--- config.mk ---
export PLATFORM = sky130hd
export DESIGN_NAME = queue_flag_device_flat
export DESIGN_NICKNAME = d
export VERILOG_FILES = /design/src/logic/queue_flag_pkg.sv /design/src/logic/queue_flag_if.sv /design/src/logic/queue_flag_counter.sv /design/src/logic/queue_flag_device.sv /design/src/flat_wrapper.sv
export SDC_FILE = /design/constraint.sdc
export NUM_CORES = 2
export LEC_CHECK = 0
export ABC_CLOCK_PERIOD_IN_PS = 24200
export BUFFER_PORTS_ARGS = -buffer_cell sky130_fd_sc_hd__buf_2
export CORE_UTILIZATION = 40
export DETAILED_ROUTE_END_ITERATION = 10
export MAX_ROUTING_LAYER = met4
export RECOVER_POWER = 50
export SLEW_MARGIN = 30
export SYNTH_ARGS = -nofsm -noshare
export SYNTH_HDL_FRONTEND = slang
export SYNTH_HIERARCHICAL = 1
export SYNTH_SLANG_ARGS = --single-unit
--- constraint.sdc ---
create_clock -name clk_sys -period 24.2 [get_ports clk_sys]
set_input_delay 3.63 -clock clk_sys [delete_from_list [all_inputs] [get_ports clk_sys]]
set_output_delay 3.63 -clock clk_sys [all_outputs]
set_load 0.005 [all_outputs]
--- src/logic/queue_flag_pkg.sv ---
`default_nettype none
package queue_flag_pkg;
   // ==========================================================
   // device geometry
   localparam int QUEUES = 32;
   localparam int QUEUE_W = 5;
   localparam int ID_W = 3;
   localparam int ADDR_W = 8;
   localparam int QUAD_W = 2;
   localparam int BUS_W = 8;
   localparam int QCNT_W = 6;
   localparam int CNT_W = 13;
   localparam int DEPTH_DEFAULT = 2048;
   localparam logic [QCNT_W-1:0] DEDICATED_MAX = 6'h08;

   // ==========================================================
   // default offsets picked by the strap at master reset
   localparam logic [CNT_W-1:0] OFFSET_LOW = 13'h0008;
   localparam logic [CNT_W-1:0] OFFSET_HIGH = 13'h0080;

   // input width to output width pairing
   typedef enum logic [1:0] {
      MATCH_EQUAL,
      MATCH_IN18_OUT9,
      MATCH_IN9_OUT18
   } bus_match_t;

   // ==========================================================
   // controller register map, byte offsets
   localparam logic [7:0] REG_COMMAND = 8'h00;
   localparam logic [7:0] REG_CONFIG = 8'h04;
   localparam logic [7:0] REG_FLAGS = 8'h08;
   localparam logic [7:0] REG_BUSES = 8'h0C;
   localparam int CMD_ADDR_LSB = 0;
   localparam int CMD_OP_LSB = 8;
   localparam int CFG_RESET_BIT = 0;
   localparam int CFG_DF_BIT = 1;
   localparam int CFG_FM_BIT = 2;
   localparam int CFG_MATCH_LSB = 3;
   localparam int CFG_QCNT_LSB = 5;
   localparam logic [31:0] CONFIG_RESET = 32'h0000_0401;

   // one link cycle per command word; OP_WRITE_AND_QUAD writes and strobes the quadrant together
   typedef enum logic [2:0] {
      OP_NONE,
      OP_WRITE_SELECT,
      OP_FULL_QUAD,
      OP_WRITE,
      OP_READ_SELECT,
      OP_READ,
      OP_EMPTY_QUAD,
      OP_WRITE_AND_QUAD
   } cmd_op_t;
endpackage
`default_nettype wire

--- src/logic/queue_flag_if.sv ---
`timescale 1ns/1ns
`default_nettype none
interface queue_flag_if;
   import queue_flag_pkg::*;
   // ==========================================================
   // configuration sampled at master reset
   logic masterResetN;
   logic defaultOffsetSelect;
   logic flagBusModeSelect;
   bus_match_t busMatch;
   logic [QCNT_W-1:0] queueCount;
   // write port
   logic [ADDR_W-1:0] writeQueueAddr;
   logic writeAddrEnable;
   logic writeEnable;
   logic fullQuadStrobe;
   // read port
   logic [ADDR_W-1:0] readQueueAddr;
   logic readAddrEnable;
   logic readEnable;
   logic emptyQuadStrobe;
   // flags and status buses active low, bus enables active high
   logic queueFullFlagN;
   logic almostFullFlagN;
   logic almostEmptyFlagN;
   logic [BUS_W-1:0] almostFullStatusBusN;
   logic almostFullBusOe;
   logic [BUS_W-1:0] almostEmptyStatusBusN;
   logic almostEmptyBusOe;

   modport device (
      input masterResetN, defaultOffsetSelect, flagBusModeSelect,
      input busMatch, queueCount,
      input writeQueueAddr, writeAddrEnable, writeEnable, fullQuadStrobe,
      input readQueueAddr, readAddrEnable, readEnable, emptyQuadStrobe,
      output queueFullFlagN, almostFullFlagN, almostEmptyFlagN,
      output almostFullStatusBusN, almostFullBusOe,
      output almostEmptyStatusBusN, almostEmptyBusOe
   );
   modport host (
      output masterResetN, defaultOffsetSelect, flagBusModeSelect,
      output busMatch, queueCount,
      output writeQueueAddr, writeAddrEnable, writeEnable, fullQuadStrobe,
      output readQueueAddr, readAddrEnable, readEnable, emptyQuadStrobe,
      input queueFullFlagN, almostFullFlagN, almostEmptyFlagN,
      input almostFullStatusBusN, almostFullBusOe,
      input almostEmptyStatusBusN, almostEmptyBusOe
   );
endinterface
`default_nettype wire

--- src/logic/queue_flag_counter.sv ---
`timescale 1ns/1ns
`default_nettype none
module queue_flag_counter
   import queue_flag_pkg::*;
#(
   parameter int DEPTH = DEPTH_DEFAULT
) (
   // clock and reset
   input wire logic clk_sys,
   input wire logic srst,
   input wire logic clear,
   // configuration
   input wire bus_match_t busMatch,
   input wire logic [CNT_W-1:0] afOffset,
   input wire logic [CNT_W-1:0] aeOffset,
   // traffic to this queue
   input wire logic wrEn,
   input wire logic rdEn,
   input wire logic readSelHere,
   // status
   output logic fullN,
   output logic almostFull,
   output logic notAlmostEmpty
);
   // ==========================================================
   // thresholds, counted in the narrower word
   logic [CNT_W-1:0] count_q, count_d;
   logic [CNT_W-1:0] wrStep, rdStep;
   logic [CNT_W-1:0] baseFull, baseAf, baseAe;
   logic [CNT_W-1:0] thrFull, thrAf, thrAe;
   logic firstSame_q, same, wrOk, rdOk;

   // a word already fallen through on the read side shifts every bound
   assign same = firstSame_q && (busMatch != MATCH_IN18_OUT9);

   // equal widths give the base, mixed widths double it
   always_comb begin
      baseFull = same ? CNT_W'(DEPTH + 1) : CNT_W'(DEPTH);
      baseAf = baseFull - afOffset; // see R1
      baseAe = aeOffset + (same ? 13'h0002 : 13'h0001); // see R8
      if (busMatch == MATCH_EQUAL) begin
         thrFull = baseFull;
         thrAf = baseAf;
         thrAe = baseAe;
      end else begin
         thrFull = {baseFull[CNT_W-2:0], 1'b0};
         thrAf = {baseAf[CNT_W-2:0], 1'b0};
         thrAe = {baseAe[CNT_W-2:0], 1'b0};
      end
   end

   // step sizes; overflow and underflow are simply refused
   assign wrStep = (busMatch == MATCH_IN18_OUT9) ? 13'h0002 : 13'h0001;
   assign rdStep = (busMatch == MATCH_IN9_OUT18) ? 13'h0002 : 13'h0001;
   assign wrOk = wrEn && (count_q < thrFull);
   assign rdOk = rdEn && (count_q >= rdStep);
   assign count_d = count_q + (wrOk ? wrStep : 13'h0000)
      - (rdOk ? rdStep : 13'h0000);

   // fill level
   always_ff @(posedge clk_sys) begin
      if (srst || clear) begin
         count_q <= '0;
      end else begin
         count_q <= count_d;
      end
   end

   // remember whether the read port sat here at the first write
   always_ff @(posedge clk_sys) begin
      if (srst || clear) begin
         firstSame_q <= 1'b0;
      end else if (wrOk && count_q == '0) begin
         firstSame_q <= readSelHere;
      end
   end

   // full falls on the filling edge, rises one cycle late after a read
   always_ff @(posedge clk_sys) begin
      if (srst || clear) begin
         fullN <= 1'b1;
      end else begin
         fullN <= !((count_d >= thrFull)
            || (count_q >= thrFull && !fullN));
      end
   end

   // first of the two flag stages; the device adds the second
   always_ff @(posedge clk_sys) begin
      if (srst || clear) begin
         almostFull <= 1'b0;
         notAlmostEmpty <= 1'b0;
      end else begin
         almostFull <= count_q >= thrAf; // see R5
         notAlmostEmpty <= count_q >= thrAe;
      end
   end
endmodule
`default_nettype wire

--- src/logic/queue_flag_device.sv ---
// Contract
// same queue equal widths: flag after D+1-m
// write-only or 18-to-9: flag after D-m
// 9-to-18: flag after twice D+1-m
// full offset 8 or 128 by strap
// almost-full falls two cycles after write
// almost-full rises one cycle after skew
// full bus bit shares discrete flag latency
// almost-empty rises after n+2, n+1, twice
// bus bit write-only: n+1, or twice
// empty offset 8 or 128 by strap
// almost-empty falls two cycles after read
// empty bus bit shares discrete latency
// full falls on filling write edge
// per-queue status, selected queue drives flags
// flag mode strap: direct low, polled high
// eight queues or fewer: fixed bit mapping
// strobe captures quadrant, bus next cycle
// quadrant codes map four queue octets
// switching bit may lag, flag correct
// controller never selects queue and quadrant together
// top address bits must match identity
// prefer polled mode for small single device
// flags active low, clocked updates only
// unmatched device floats its status buses
`timescale 1ns/1ns
`default_nettype none
module queue_flag_device
   import queue_flag_pkg::*;
#(
   parameter int DEPTH = DEPTH_DEFAULT
) (
   // clock and reset
   input wire logic clk_sys,
   input wire logic srst,
   // link to the controller
   queue_flag_if.device link,
   // static identity straps
   input wire logic [ID_W-1:0] deviceIdentity
);
   // ==========================================================
   // configuration caught while master reset is held
   logic offsetHigh_q, polled_q;
   bus_match_t match_q;
   logic [QCNT_W-1:0] queueCount_q;
   logic clearAll;
   logic [CNT_W-1:0] afOffset, aeOffset;

   assign clearAll = !link.masterResetN;

   // straps are latched by the clock, never by the reset itself
   always_ff @(posedge clk_sys) begin
      if (srst) begin
         offsetHigh_q <= 1'b0;
         polled_q <= 1'b0;
         match_q <= MATCH_EQUAL;
         queueCount_q <= '0;
      end else if (clearAll) begin
         offsetHigh_q <= link.defaultOffsetSelect;
         polled_q <= link.flagBusModeSelect;
         match_q <= link.busMatch;
         queueCount_q <= link.queueCount;
      end
   end

   // one offset pair for every queue, fixed by the strap
   assign afOffset = offsetHigh_q ? OFFSET_HIGH : OFFSET_LOW;
   assign aeOffset = offsetHigh_q ? OFFSET_HIGH : OFFSET_LOW;

   // ==========================================================
   // queue selection on both ports
   logic wrIdOk, rdIdOk;
   logic [QUEUE_W-1:0] writeSel_q, readSel_q;
   logic writeOwn_q, readOwn_q;

   // only the addressed device of a shared bus reacts
   assign wrIdOk = link.writeQueueAddr[ADDR_W-1 -: ID_W]
      == deviceIdentity;
   assign rdIdOk = link.readQueueAddr[ADDR_W-1 -: ID_W]
      == deviceIdentity;

   // write port queue; ownership drops when another device is picked
   always_ff @(posedge clk_sys) begin
      if (srst || clearAll) begin
         writeSel_q <= '0;
         writeOwn_q <= 1'b0;
      end else if (link.writeAddrEnable) begin
         writeSel_q <= link.writeQueueAddr[QUEUE_W-1:0];
         writeOwn_q <= wrIdOk;
      end
   end

   // read port queue
   always_ff @(posedge clk_sys) begin
      if (srst || clearAll) begin
         readSel_q <= '0;
         readOwn_q <= 1'b0;
      end else if (link.readAddrEnable) begin
         readSel_q <= link.readQueueAddr[QUEUE_W-1:0];
         readOwn_q <= rdIdOk;
      end
   end

   // ==========================================================
   // per-queue counters
   logic [QUEUES-1:0] fullN, almostFull, notAlmostEmpty;

   // every queue keeps its own status, selected or not
   for (genvar q = 0; q < QUEUES; q++) begin : g_queue
      queue_flag_counter #(
         .DEPTH(DEPTH)
      ) u_counter (
         .clk_sys(clk_sys),
         .srst(srst),
         .clear(clearAll),
         .busMatch(match_q),
         .afOffset(afOffset),
         .aeOffset(aeOffset),
         .wrEn(link.writeEnable && writeOwn_q
            && writeSel_q == QUEUE_W'(q)),
         .rdEn(link.readEnable && readOwn_q
            && readSel_q == QUEUE_W'(q)),
         .readSelHere(readOwn_q && readSel_q == QUEUE_W'(q)),
         .fullN(fullN[q]),
         .almostFull(almostFull[q]),
         .notAlmostEmpty(notAlmostEmpty[q])
      );
   end

   // ==========================================================
   // discrete flags of the selected queues
   logic almostFullFlagN_q, almostEmptyFlagN_q;

   // full is already a flop per queue, so no extra stage here
   assign link.queueFullFlagN = writeOwn_q ? fullN[writeSel_q] : 1'b1;

   // second stage gives the two-cycle flag latency
   always_ff @(posedge clk_sys) begin
      if (srst || clearAll) begin
         almostFullFlagN_q <= 1'b1;
         almostEmptyFlagN_q <= 1'b0;
      end else begin
         almostFullFlagN_q <= !(writeOwn_q
            && almostFull[writeSel_q]); // see R5
         almostEmptyFlagN_q <= readOwn_q
            && notAlmostEmpty[readSel_q]; // see R11
      end
   end

   assign link.almostFullFlagN = almostFullFlagN_q;
   assign link.almostEmptyFlagN = almostEmptyFlagN_q;

   // ==========================================================
   // quadrant selection for the two status buses
   logic [QUAD_W-1:0] fullQuad_q, emptyQuad_q, fullQuad, emptyQuad;
   logic fullOe_q, emptyOe_q, dedicated;

   // full side: strobe captures the low address bits
   always_ff @(posedge clk_sys) begin
      if (srst || clearAll) begin
         fullQuad_q <= '0;
         fullOe_q <= 1'b0;
      end else if (polled_q) begin
         fullQuad_q <= fullQuad_q + 2'h1;
         fullOe_q <= 1'b1;
      end else if (link.fullQuadStrobe) begin
         fullQuad_q <= link.writeQueueAddr[QUAD_W-1:0];
         fullOe_q <= wrIdOk;
      end
   end

   // empty side mirrors the full side on the read address
   always_ff @(posedge clk_sys) begin
      if (srst || clearAll) begin
         emptyQuad_q <= '0;
         emptyOe_q <= 1'b0;
      end else if (polled_q) begin
         emptyQuad_q <= emptyQuad_q + 2'h1;
         emptyOe_q <= 1'b1;
      end else if (link.emptyQuadStrobe) begin
         emptyQuad_q <= link.readQueueAddr[QUAD_W-1:0];
         emptyOe_q <= rdIdOk;
      end
   end

   // few queues: each owns a bit, the quadrant is ignored
   assign dedicated = queueCount_q <= DEDICATED_MAX;
   assign fullQuad = dedicated ? '0 : fullQuad_q;
   assign emptyQuad = dedicated ? '0 : emptyQuad_q;

   // ==========================================================
   // status bus bits
   logic [BUS_W-1:0] fullBusN_q, emptyBusN_q;

   // a bit whose queue moved on the switch edge may trail one cycle
   for (genvar b = 0; b < BUS_W; b++) begin : g_bus
      always_ff @(posedge clk_sys) begin
         if (srst || clearAll) begin
            fullBusN_q[b] <= 1'b1;
            emptyBusN_q[b] <= 1'b0;
         end else begin
            fullBusN_q[b] <= !almostFull[{fullQuad, 3'(b)}]; // see R7
            emptyBusN_q[b] <= notAlmostEmpty[{emptyQuad, 3'(b)}];
         end
      end
   end

   assign link.almostFullStatusBusN = fullBusN_q;
   assign link.almostEmptyStatusBusN = emptyBusN_q;
   assign link.almostFullBusOe = fullOe_q;
   assign link.almostEmptyBusOe = emptyOe_q;
endmodule
`default_nettype wire

--- src/flat_wrapper.sv ---
// flat-port wrapper written by rule: the top's interface ports become plain ports
module queue_flag_device_flat import queue_flag_pkg::*;
#(
   parameter int DEPTH = DEPTH_DEFAULT
)
  (clk_sys, srst, deviceIdentity, link_masterResetN, link_defaultOffsetSelect, link_flagBusModeSelect, link_busMatch, link_queueCount, link_writeQueueAddr, link_writeAddrEnable, link_writeEnable, link_fullQuadStrobe, link_readQueueAddr, link_readAddrEnable, link_readEnable, link_emptyQuadStrobe, link_queueFullFlagN, link_almostFullFlagN, link_almostEmptyFlagN, link_almostFullStatusBusN, link_almostFullBusOe, link_almostEmptyStatusBusN, link_almostEmptyBusOe);
  queue_flag_if link_i ();
  input wire logic clk_sys;
  input wire logic srst;
  input wire logic [ID_W-1:0] deviceIdentity;
  input wire logic [$bits(link_i.masterResetN)-1:0] link_masterResetN;
  input wire logic [$bits(link_i.defaultOffsetSelect)-1:0] link_defaultOffsetSelect;
  input wire logic [$bits(link_i.flagBusModeSelect)-1:0] link_flagBusModeSelect;
  input wire logic [$bits(link_i.busMatch)-1:0] link_busMatch;
  input wire logic [$bits(link_i.queueCount)-1:0] link_queueCount;
  input wire logic [$bits(link_i.writeQueueAddr)-1:0] link_writeQueueAddr;
  input wire logic [$bits(link_i.writeAddrEnable)-1:0] link_writeAddrEnable;
  input wire logic [$bits(link_i.writeEnable)-1:0] link_writeEnable;
  input wire logic [$bits(link_i.fullQuadStrobe)-1:0] link_fullQuadStrobe;
  input wire logic [$bits(link_i.readQueueAddr)-1:0] link_readQueueAddr;
  input wire logic [$bits(link_i.readAddrEnable)-1:0] link_readAddrEnable;
  input wire logic [$bits(link_i.readEnable)-1:0] link_readEnable;
  input wire logic [$bits(link_i.emptyQuadStrobe)-1:0] link_emptyQuadStrobe;
  output wire logic [$bits(link_i.queueFullFlagN)-1:0] link_queueFullFlagN;
  output wire logic [$bits(link_i.almostFullFlagN)-1:0] link_almostFullFlagN;
  output wire logic [$bits(link_i.almostEmptyFlagN)-1:0] link_almostEmptyFlagN;
  output wire logic [$bits(link_i.almostFullStatusBusN)-1:0] link_almostFullStatusBusN;
  output wire logic [$bits(link_i.almostFullBusOe)-1:0] link_almostFullBusOe;
  output wire logic [$bits(link_i.almostEmptyStatusBusN)-1:0] link_almostEmptyStatusBusN;
  output wire logic [$bits(link_i.almostEmptyBusOe)-1:0] link_almostEmptyBusOe;
  assign link_i.masterResetN = link_masterResetN;
  assign link_i.defaultOffsetSelect = link_defaultOffsetSelect;
  assign link_i.flagBusModeSelect = link_flagBusModeSelect;
  assign link_i.busMatch = link_busMatch;
  assign link_i.queueCount = link_queueCount;
  assign link_i.writeQueueAddr = link_writeQueueAddr;
  assign link_i.writeAddrEnable = link_writeAddrEnable;
  assign link_i.writeEnable = link_writeEnable;
  assign link_i.fullQuadStrobe = link_fullQuadStrobe;
  assign link_i.readQueueAddr = link_readQueueAddr;
  assign link_i.readAddrEnable = link_readAddrEnable;
  assign link_i.readEnable = link_readEnable;
  assign link_i.emptyQuadStrobe = link_emptyQuadStrobe;
  assign link_queueFullFlagN = link_i.queueFullFlagN;
  assign link_almostFullFlagN = link_i.almostFullFlagN;
  assign link_almostEmptyFlagN = link_i.almostEmptyFlagN;
  assign link_almostFullStatusBusN = link_i.almostFullStatusBusN;
  assign link_almostFullBusOe = link_i.almostFullBusOe;
  assign link_almostEmptyStatusBusN = link_i.almostEmptyStatusBusN;
  assign link_almostEmptyBusOe = link_i.almostEmptyBusOe;
  queue_flag_device #(.DEPTH(DEPTH)) u_core (.clk_sys(clk_sys), .srst(srst), .link(link_i), .deviceIdentity(deviceIdentity));
endmodule
==> flow_summary.toml <==
[cells_and_area]
fin_nets = 19306
finalNonFillerCells = 20751
fillers = 27482
layout-drive-gt1-share_pct = 4.375
syn2layout_area_growth_pct = 14.84

[synth]
synth_top_family_by_area = "simple AND/OR/NAND/NOR gates"
synth_cells = 14856
yosys.area_share.simple_pct = 26.72
synth_compound_area_share_pct = 25.06
synth-xor-area-share_pct = 3.928
async_flop_share_pct = 0
yosys.cell_types.count = 127
yosys-mux-area-fraction_pct = 2.222
yosysWarnings = 6
synthAdderAreaFrac_pct = 25.48
ys_seq_elements = 590
synthFlopType = "dfxtp_1"
netlist_area_sq_um = 108100
synth_edf_count = 0
avgSynthCellArea_sq_um = 7.277
synth_seq_area_share_pct = 10.93

[drt]
drt-total-wl_mm = 318.3
vias = 106110
drc_errors = 0
drt_iter0_markers = 6122
vias_per_cell = 5.113
drt-pass1-iter-count = 8
drt-wirelength-per-cell_microns = 15.34
ant_nets = 0

[min_path]
min_path_type = "reg2reg"

[sta]
fin_crit_sh_pct = 45.26
maxSlewViolCount = 173
rsz0062_at_grt = "false"
hold_viol = 0
setup_viol = 0
slew_headroom_pct = -108.5
fmax_mhz = 91.30
worst_slew_pin_slew_ns = 3.128
fin_setup_tns_ns = 0
fin_crit_ns = 10.95
fin_worst_skew_ns = 0.03966

[worst_setup_path]
arrival_ns = 11.49
endpoint_kind = "flop"
critical_path_class = "in2reg"
path_cells = "buf_2 > clkbuf_1 > clkinvlp_2 > clkbuf_1 > or2_0 > a21oi_1 > nand4_1 > o21ai_0"
crit_required_ns = 24.73
path_delay_family = "buffers and inverters"
cp_slowest_cell = "clkinvlp_2"
crit_path_start_kind = "primary input"
cp_common_cell = "clkbuf_1"
cp_max_fo = 33
cpPeakStageDelay_ns = 2.84
path_buf_inv = 4

[clocking]
cts_hold_buffers = 0
max-clock-path-buffers = 3
cts_made_buffers = 85
clk_pin_slew_ns = 0.06
htree_levels = 3
cts_root_buffer = "clkbuf_16"
clk_latency_ns = 0.75
cts_setup_buffers = 0
ctsResizeCount = 0
cts_tree = "yes"
cts_num_sinks = 590

[global_route]
grt_pass1_wl_mm = 511.9
overflow = 0
antenna_found_initial = 19
grt_pass1_vias = 96404
grtUsageTotal_pct = 23.43
grt_max_degree = 89

[floorplanning]
fp-row-count = 190
design.core.area_sq_um = 268400
die_height_microns = 521.9
die_w_microns = 521.9
start_util_pct = 40.28
num_io_pins = 59
die-area_sq_um = 272400

[placed_design]
place_congestion = 0.9163
placed_cells = 20589
port_buffers = 58
dpl.hpwl_mm = 247.2

[pwr]
max-vdd-ir-drop_v = 0.00004985
p_leak_nw = 55.35
p_per_area_nw_per_um2 = 28.86

[status]
status = "finished with violations"
violations = "capacitance limit, slew limit"

[run]
max_cap_violations = 9
==> cells by family (layout without fill, tap and decap cells) <==
group                      Yosys count  count (layout)
DFF                                590             590
AOI/OAI and AO/OA                 4037            4037
other                                1            2655
xor gates and xnor gates           460             460
buffers and inverters             1580            1269
muxes                              206             206
and+or+nand+nor                   5838            5838
adders and majority gates         2144            2144
==> power breakdown <==
part | internal (W) | switching (W)
logic | 0.000450 | 0.000726
clock network | 0.000833 | 0.000564
registers | 0.000983 | 0.0000264
==> worst paths after layout <==
kind | end | from | depth (start not counted) | slack (ns)
hold reg to reg | u_core/queueCount_q[1]$_SDFFE_PP0N_ | u_core/queueCount_q[1]$_SDFFE_PP0N_ | 2 | 0.50
setup / recovery | u_core/g_queue[28].u_counter/almostFull$_SDFF_PP0_ | link_masterResetN | 8 | 13.25
hold / removal | u_core/queueCount_q[1]$_SDFFE_PP0N_ | u_core/queueCount_q[1]$_SDFFE_PP0N_ | 2 | 0.50
setup reg to reg | u_core/g_queue[7].u_counter/fullN$_SDFF_PP1_ | u_core/match_q[0]$_SDFFE_PP0N_ | 28 | 16.15
==> layer usage <==
layer	track usage, %	up-vias	routed length, microns
li1	-	56211	-
met1	30.41	47973	152700
met2	38.30	1574	144100
met3	1.664	352	10480
met4	7.984	0	11010
met5	-	-	0
==> cells in the mapped netlist, types with 171 or more instances <==
cell type / n / share of area (%)
nand4_1: 200 / 1.2
o21ai_0: 805 / 3.7
ha_1: 2048 / 24
a211oi_1: 255 / 1.8
nor2b_1: 354 / 2.0
and2_1: 297 / 1.7
clkbuf_1: 457 / 1.6
nand2_1: 1437 / 5.0
xnor2_1: 257 / 2.1
nor2_1: 1703 / 5.9
nand2b_1: 260 / 1.5
o22ai_1: 191 / 1.1
inv_1: 941 / 3.3
mux2i_1: 171 / 1.6
xor2_1: 174 / 1.4
a31oi_1: 338 / 2.0
a21oi_1: 892 / 4.1
dfxtp_1: 590 / 11
nor3_1: 357 / 1.7
nand3_1: 389 / 1.8
==> sequential cells by signal, summed over array words and instances (netlist names) <==
name                                     cells
u_core/queueCount_q                          6
u_core/link.almostFullStatusBusN             8
u_core/readOwn_q                             1
u_core/offsetHigh_q                          1
u_core/emptyQuad_q                           2
u_core/link.almostEmptyFlagN                 1
u_core/link.almostFullFlagN                  1
u_core/g_queue.u_counter/firstSame_q        32
u_core/g_queue.u_counter/almostFull         32
u_core/writeOwn_q                            1
u_core/g_queue.u_counter/count_q           416
u_core/g_queue.u_counter/fullN              32
u_core/readSel_q                             5
u_core/link.almostFullBusOe                  1
u_core/match_q                               2
u_core/g_queue.u_counter/notAlmostEmpty     32
u_core/fullQuad_q                            2
u_core/link.almostEmptyBusOe                 1
u_core/link.almostEmptyStatusBusN            8
u_core/polled_q                              1
u_core/writeSel_q                            5
==> layout make-up <==
| cell class | count | area [sq um] | share of cell area (%) |
|---|---|---|---|
| multi-input combinational | 15331 | 100200 | 80.71 |
| clock buffer | 108 | 2416 | 1.946 |
| tap | 3552 | 4444 | 3.580 |
| timing repair buffer | 157 | 1049 | 0.8445 |
| inverter | 959 | 3608 | 2.906 |
| sequential | 590 | 11820 | 9.523 |
| antenna | 9 | 22.52 | 0.01814 |
| clock inverter | 45 | 584.3 | 0.4706 |
==> cell usage in the layout, fill, tap and decap left out, types with 56 or more instances in the layout <==
cell and count:
inv_1 939, ha_1 2048, a21o_1 160, nor2b_1 354
a31oi_1 338, nand4_1 200, conb_1 2646, a211oi_1 255
dfxtp_1 586, o21ai_0 820, o211ai_1 85, buf_4 89
a31o_2 90, o21bai_1 77, xor2_1 174, nand3_1 389
o21ai_1 66, nor2_1 1673, and2_1 294, mux2i_1 171
nand2b_1 260, o31ai_1 121, or3_1 158, a22o_1 167
fa_1 96, nor4_1 63, nand2_1 1437, nand3b_1 94
xnor2_1 257, nor3_1 356, clkbuf_16 87, a32o_1 61
and3_1 167, a21oi_1 893, a32oi_1 56, o22ai_1 191
==> worst register-to-register path, delay by kind of cell (launching register included) <==
kind	cells	cell delay (ns)
compound gates	9	2.15
xor+xnor	1	0.18
fa+ha+maj	4	1.60
buf+inv	6	2.18
flops	1	0.68
simple gates	8	1.19
==> per-stage QoR <==
| stage | setup slack, ns | instance area (sq um) | total power [W] | hold WS, ns | util (%) |
|---|---|---|---|---|---|
| floorplan | 8.424 | 118000 | 0.001948 | 0.4638 | - |
| global placement | 15.48 | 121200 | 0.002156 | 0.4763 | 45.15 |
| detailed placement | 15.31 | 121200 | 0.002167 | 0.4917 | 45.16 |
| CTS | 16.09 | 124200 | 0.003590 | 0.5056 | 46.28 |
| global route | 13.48 | 124100 | 0.003837 | 0.5512 | 46.26 |
| finish | 13.25 | 124200 | 0.003583 | 0.5005 | 46.26 |
No activity file was read; power rests on OpenSTA's default activity.
